$ cat config.mk
export PLATFORM = sky130hd
export DESIGN_NAME = cspw_top
export DESIGN_NICKNAME = d
export VERILOG_FILES = /design/src/rtl/cspw_pkg.sv /design/src/rtl/cspw_top.sv
export SDC_FILE = /design/constraint.sdc
export NUM_CORES = 1
export LEC_CHECK = 0
export BUFFER_PORTS_ARGS = -buffer_cell sky130_fd_sc_hd__buf_2
export CAP_MARGIN = 20
export CORE_AREA = 5 5 70 72
export DETAILED_ROUTE_END_ITERATION = 6
export DIE_AREA = 0 0 75 77
export HOLD_SLACK_MARGIN = 0.03
export PLACE_DENSITY_LB_ADDON = 0.05
export SYNTH_ARGS = -nofsm -noshare
export SYNTH_HDL_FRONTEND = slang
export SYNTH_SLANG_ARGS = --single-unit
$ cat constraint.sdc
create_clock -name ref_clk -period 3.3 [get_ports ref_clk]
set_clock_uncertainty 0.1 [all_clocks]
set_input_delay 0.33 -clock ref_clk [delete_from_list [all_inputs] [get_ports ref_clk]]
set_output_delay 0.33 -clock ref_clk [all_outputs]
set_load 0.1 [all_outputs]
$ cat src/rtl/cspw_pkg.sv
// Shared constants and types of the chained serial wiper access block
package cspw_pkg;
	localparam logic [2:0] OP_NOP = 3'h0;
	localparam logic [2:0] OP_CTL_READ = 3'h1;
	localparam logic [2:0] OP_CTL_WRITE = 3'h3;
	localparam logic [2:0] OP_READ = 3'h4;
	localparam logic [2:0] OP_WRITE = 3'h6;
	localparam logic [2:0] READ_TAG = 3'h7;
	localparam logic [4:0] ADDR_WIPER_ZERO = 5'h00;
	localparam logic [4:0] ADDR_WIPER_ONE = 5'h01;
	localparam logic [4:0] ADDR_ACCESS_CONTROL = 5'h10;
	localparam logic [7:0] WIPER_RESET = 8'h40;
	localparam logic [7:0] ACCESS_CONTROL_RESET = 8'h40;
	localparam logic [7:0] ACCESS_CONTROL_MASK = 8'h42;
	localparam int SHUTDOWN_N_BIT = 6;
	localparam int OPEN_DRAIN_BIT = 1;
	localparam int FRAME_BITS = 16;
	localparam int COUNT_WIDTH = 4;
	localparam logic [3:0] COUNT_LAST = 4'hf;
	typedef struct packed {
		logic [2:0] op;
		logic [4:0] addr;
		logic [7:0] data;
	} cspw_frame_type;
endpackage

$ cat src/rtl/cspw_top.sv
// Serial slave access logic of a dual wiper device with daisy chain support
`timescale 1ns/10ps
module cspw_top
(
	input wire logic ref_clk,
	input wire logic reset_n,
	input wire logic sclk,
	input wire logic cs_n,
	input wire logic sdi,
	output logic sdo_o,
	output logic sdo_oe,
	output logic [7:0] wiper_position_zero,
	output logic [7:0] wiper_position_one,
	output logic shutdown_n
);
	logic [1:0] sclk_sync_q;
	logic [1:0] cs_sync_q;
	logic [1:0] sdi_sync_q;
	logic sclk_prev_q;
	logic cs_prev_q;
	logic sclk_rise;
	logic sclk_fall;
	logic cs_rise;
	logic cs_fall;
	logic cs_active;
	cspw_pkg::cspw_frame_type shift_q;
	cspw_pkg::cspw_frame_type resp_d;
	logic [cspw_pkg::COUNT_WIDTH-1:0] count_q;
	logic full_q;
	logic frame_ok;
	logic [7:0] wiper0_q;
	logic [7:0] wiper1_q;
	logic [7:0] acr_q;
	logic pend_q;
	logic [4:0] pend_addr_q;
	logic sdo_bit_q;
	logic sdo_o_q;
	logic sdo_oe_q;
	logic [7:0] read_data;

	// Input synchronisers
	always_ff @(posedge ref_clk or negedge reset_n)
	begin
		if (!reset_n)
		begin
			sclk_sync_q <= 2'h0;
			cs_sync_q <= 2'h3;
			sdi_sync_q <= 2'h0;
			sclk_prev_q <= 1'b0;
			cs_prev_q <= 1'b1;
		end
		else
		begin
			sclk_sync_q <= {sclk_sync_q[0], sclk};
			cs_sync_q <= {cs_sync_q[0], cs_n};
			sdi_sync_q <= {sdi_sync_q[0], sdi};
			sclk_prev_q <= sclk_sync_q[1];
			cs_prev_q <= cs_sync_q[1];
		end
	end

	assign cs_active = !cs_sync_q[1];
	assign sclk_rise = cs_active && sclk_sync_q[1] && !sclk_prev_q;
	assign sclk_fall = cs_active && !sclk_sync_q[1] && sclk_prev_q;
	assign cs_rise = cs_sync_q[1] && !cs_prev_q;
	assign cs_fall = !cs_sync_q[1] && cs_prev_q;
	assign frame_ok = full_q && (count_q == '0);

	// Read answer for the pending address
	always_comb
	begin
		case (pend_addr_q)
			cspw_pkg::ADDR_WIPER_ZERO: read_data = wiper0_q;
			cspw_pkg::ADDR_WIPER_ONE: read_data = wiper1_q;
			cspw_pkg::ADDR_ACCESS_CONTROL: read_data = acr_q;
			default: read_data = 8'h00;
		endcase
		resp_d.op = cspw_pkg::READ_TAG;
		resp_d.addr = pend_addr_q;
		resp_d.data = read_data;
	end

	// Two-byte shift path and bit count
	always_ff @(posedge ref_clk or negedge reset_n)
	begin
		if (!reset_n)
		begin
			shift_q <= '0;
			count_q <= '0;
			full_q <= 1'b0;
		end
		else if (cs_fall)
		begin
			count_q <= '0;
			full_q <= 1'b0;
			if (pend_q)
				shift_q <= resp_d;
		end
		else if (sclk_rise)
		begin
			shift_q <= {shift_q[cspw_pkg::FRAME_BITS-2:0], sdi_sync_q[1]};
			count_q <= count_q + 1'b1;
			if (count_q == cspw_pkg::COUNT_LAST)
				full_q <= 1'b1;
		end
	end

	// Serial output bit changes on falling edges
	always_ff @(posedge ref_clk or negedge reset_n)
	begin
		if (!reset_n)
			sdo_bit_q <= 1'b0;
		else if (cs_fall)
			sdo_bit_q <= pend_q ? resp_d[cspw_pkg::FRAME_BITS-1] : shift_q[cspw_pkg::FRAME_BITS-1];
		else if (sclk_fall)
			sdo_bit_q <= shift_q[cspw_pkg::FRAME_BITS-1];
	end

	// Pin drive: push-pull or open drain, released while deselected
	always_ff @(posedge ref_clk or negedge reset_n)
	begin
		if (!reset_n)
		begin
			sdo_o_q <= 1'b0;
			sdo_oe_q <= 1'b0;
		end
		else
		begin
			sdo_o_q <= acr_q[cspw_pkg::OPEN_DRAIN_BIT] ? 1'b0 : sdo_bit_q;
			sdo_oe_q <= cs_active && !cs_fall
				&& (!acr_q[cspw_pkg::OPEN_DRAIN_BIT] || !sdo_bit_q);
		end
	end

	// Register writes on select rise
	always_ff @(posedge ref_clk or negedge reset_n)
	begin
		if (!reset_n)
		begin
			wiper0_q <= cspw_pkg::WIPER_RESET;
			wiper1_q <= cspw_pkg::WIPER_RESET;
			acr_q <= cspw_pkg::ACCESS_CONTROL_RESET;
		end
		else if (cs_rise && frame_ok)
		begin
			if (shift_q.op == cspw_pkg::OP_WRITE)
			begin
				case (shift_q.addr)
					cspw_pkg::ADDR_WIPER_ZERO: wiper0_q <= shift_q.data;
					cspw_pkg::ADDR_WIPER_ONE: wiper1_q <= shift_q.data;
					cspw_pkg::ADDR_ACCESS_CONTROL:
						acr_q <= shift_q.data & cspw_pkg::ACCESS_CONTROL_MASK;
					default: ;
				endcase
			end
			else if (shift_q.op == cspw_pkg::OP_CTL_WRITE)
				acr_q <= shift_q.data & cspw_pkg::ACCESS_CONTROL_MASK;
		end
	end

	// Read request held until the next select phase
	always_ff @(posedge ref_clk or negedge reset_n)
	begin
		if (!reset_n)
		begin
			pend_q <= 1'b0;
			pend_addr_q <= '0;
		end
		else if (cs_rise)
		begin
			pend_q <= frame_ok && (shift_q.op == cspw_pkg::OP_READ
				|| shift_q.op == cspw_pkg::OP_CTL_READ);
			pend_addr_q <= (shift_q.op == cspw_pkg::OP_CTL_READ)
				? cspw_pkg::ADDR_ACCESS_CONTROL : shift_q.addr;
		end
		else if (cs_fall)
			pend_q <= 1'b0;
	end

	assign sdo_o = sdo_o_q;
	assign sdo_oe = sdo_oe_q;
	assign wiper_position_zero = wiper0_q;
	assign wiper_position_one = wiper1_q;
	assign shutdown_n = acr_q[cspw_pkg::SHUTDOWN_N_BIT];

	// Sampled input history for the delay check
	logic [cspw_pkg::FRAME_BITS-1:0] hist_q;
	always_ff @(posedge ref_clk or negedge reset_n)
	begin
		if (!reset_n)
			hist_q <= '0;
		else if (sclk_rise)
			hist_q <= {hist_q[cspw_pkg::FRAME_BITS-2:0], sdi_sync_q[1]};
	end
endmodule

==> results.yml <==
status:
  status: "finished clean"
clock_network:
  clkSinkCount: 56
  h-tree-depth: 2
  cts_root_buf: "clkbuf_8"
  clockBufferDepth: 2
  cts_tree: "done"
  cts_buffers: 5
  clk_pin_slew_worst_paths_ns: 0.10
  post_cts_buffers: 0
  cts_resized: 0
  clk_latency_ns: 0.31
placement:
  port_buffers: 23
  gp_congestion: 0.8214
  hpwl_um: 3435
  post_dp_cell_area_um2: 2633
  dpl.cell_count: 282
route:
  vias: 1651
  drtAntennaViolNets: 0
  drc_errors: 0
  vias_per_cell: 5.616
  drt_iter0_drc: 68
  finalWirelength_um: 4827
  wire_per_inst_um: 16.42
  dr.pass1.iters: 4
yosys:
  syn-cell-area_um2: 2475
  synth.avg_cell_area_um2: 11.73
  synth_cell_types: 38
  async_flop_share: 1.000
  ys_ff_latch: 56
  ys_warn_count: 0
  synth_nets: 221
  synth_edf_count: 0
  synth_flop_cell: "dfrtp_1"
  seq_area_frac_synth: 0.5693
  syn_inst: 211
die:
  num_rows: 24
  die_h_um: 77
  coreArea_um2: 4234
  ioPinCount: 24
  die_x_um: 75
  start_util: 0.5845
  die_area_um2: 5775
worst_setup_path:
  critPathMaxFanout: 11
  cp.required_ns: 3.44
  cp-end-kind: "register"
  reg2reg_slack_ns: 0.63
  worst-setup-path-type: "register to register"
  cp-start-kind: "register"
  cp_data_arrival_time_ns: 2.81
sta:
  report.final.setup_viol: 0
  post-route-min-period_ns: 2.673
  clock.fmax_mhz: 374.1
  hold_viol_final: 0
  whs_ns: 0.2540
  tns_ns: 0
  relSlewSlack: 0.4483
  worst_slew_pin_slew_ns: 0.8212
  rsz0062_at_grt: "false"
  slew_violations: 0
  fin_crit_sh: 0.8101
flow_run:
  maxCapViolations: 0
layout:
  num_antenna_cells: 0
  final_layout_size_suffix_gt1_frac: 0.2603
  finalNonFillerCells: 294
  seq_area_um2: 1409
  fillers: 307
  nNetsFinal: 251
  final_util: 0.6537
  design_area_um2: 2768
  syn_to_final_growth_pct: 11.83
  multi_input_area_um2: 991.0
grt:
  grt_pass1_vias: 1723
  grt_pass1_wl_um: 8459
  grt_max_degree: 37
  grtUsageTotal: 0.1894
  grt_overflow: 0
  antenna_found_initial: 0
power:
  clkPwrFrac: 0.252
  p_leak_nw: 1.296
  power_density_nw_per_um2: 549.5
  p_switching_mw: 0.4671
  p_int_mw: 1.054
  p_seq_frac: 0.592
  ir_drop_uv: 309.5
  combinationalPowerShare: 0.157
  switching_share: 0.3071
hold_path:
  hold_class: "register to register"
-- cells by family (layout without fill, tap and decap cells) --
logic type	after synthesis	in the layout	synth area share
compound gates	39	39	0.09000
xor+xnor	3	3	0.01062
fa+ha+maj	5	5	0.02528
buf+inv	16	47	0.03033
flops	56	56	0.5693
mux	28	28	0.1345
simple gates	64	64	0.1400
-- final timing paths --
path | end | cells past startpoint | startpoint
max | shift_q[2] | 5 | cs_prev_q
min | cs_sync_q[1] | 0 | cs_sync_q[0]
max reg2reg | shift_q[2] | 5 | cs_prev_q
min reg2reg | cs_sync_q[1] | 0 | cs_sync_q[0]
max in group asynchronous | acr_q[6] | 3 | reset_n
min in group asynchronous | wiper_position_one[5] | 2 | reset_n
-- Yosys cell counts (2+ instances only) --
cell type | number | area share
nand4_1 | 2 | 0.0051
mux2_4 | 8 | 0.049
o21ai_0 | 13 | 0.026
or4b_1 | 2 | 0.0081
dfstp_2 | 6 | 0.064
nand2b_1 | 2 | 0.0051
mux2_2 | 10 | 0.046
mux2i_1 | 10 | 0.040
a31oi_1 | 6 | 0.015
inv_1 | 10 | 0.015
a21oi_1 | 14 | 0.028
nor3_1 | 4 | 0.0081
nand2_1 | 19 | 0.029
nor2b_1 | 3 | 0.0076
nor2_1 | 22 | 0.033
buf_2 | 3 | 0.0061
dfrtp_1 | 50 | 0.51
xor2_1 | 2 | 0.0071
nor3b_2 | 2 | 0.010
ha_1 | 5 | 0.025
-- placed cells by master, fill, tap and decap left out, drive strengths merged --
cell type / synthesis / final
nor3b: 3 / 3
clkinv: 0 / 1
o21ai: 13 / 13
xnor2: 1 / 1
nor2: 22 / 22
clkbuf: 1 / 7
or4b: 3 / 3
dfrtp: 50 / 50
nor4: 1 / 1
mux2: 18 / 18
buf: 5 / 25
and2: 1 / 1
mux2i: 10 / 10
nand4: 2 / 2
nor2b: 3 / 3
nand2b: 2 / 2
a41oi: 1 / 1
dfstp: 6 / 6
ha: 5 / 5
a21boi: 1 / 1
dlygate4sd3: 0 / 4
inv: 10 / 10
o21a: 1 / 1
o22a: 1 / 1
a211oi: 1 / 1
xor2: 2 / 2
nand3: 1 / 1
a21oi: 14 / 14
nor3: 5 / 5
nand4b: 1 / 1
nand2: 20 / 20
a31oi: 6 / 6
o32a: 1 / 1
-- cell type report --
cell class | instances | share of cell area
well taps | 52 | 0.02351
clock buffers | 7 | 0.03119
repair buffers | 29 | 0.06148
flip-flops and latches | 56 | 0.5090
multi-input cells | 139 | 0.3580
clock inverters | 1 | 0.003165
inverters | 10 | 0.01356
-- power by group through the flow --
stage	Clock [mW]	Combinational (mW)	Sequential [mW]
after floorplan	0	0.157	0.906
after global placement	0	0.226	0.908
after detailed placement	0	0.237	0.912
after CTS	0.392	0.241	0.898
after global routing	0.417	0.270	0.916
final	0.383	0.238	0.900
-- what timing repair did --
item | in CTS | in global routing
hold buffers | 4 | 0
hold endpoints to repair | 26 | 0
setup endpoints to repair | 0 | 0
-- per-layer routing --
metal  GRT usage  routed length [um]  vias up
li1            -                   -      794
met1      0.2632                2190      813
met2      0.2988                2337       38
met3     0.03922                 238        6
met4     0.04982                  61        0
met5           0                   0        -
-- metrics by stage --
stage / total power, mW / setup slack [ns]
4_1_cts: 1.532 / 0.5728
3_3_place_gp: 1.134 / 0.7506
6_report: 1.521 / 0.6268
5_1_grt: 1.603 / 0.3983
3_5_place_dp: 1.149 / 0.5967
2_1_floorplan: 1.064 / 1.052
-- registers in the layout (all words and copies together), names as in the netlist, 2 cells and up --
register,count
shift_q,16
wiper_position_one,8
wiper_position_zero,8
pend_addr_q,5
count_q,4
acr_q,2
cs_sync_q,2
sclk_sync_q,2
sdi_sync_q,2
-- critical path, cell delays in order, from the launching register on --
cell	delay, ns
dfstp_2	0.55
ha_1	0.40
or4b_1	0.58
nor3_1	0.67
nand2_1	0.13
a31oi_1	0.17
No activity file was read; power rests on OpenSTA's default activity.
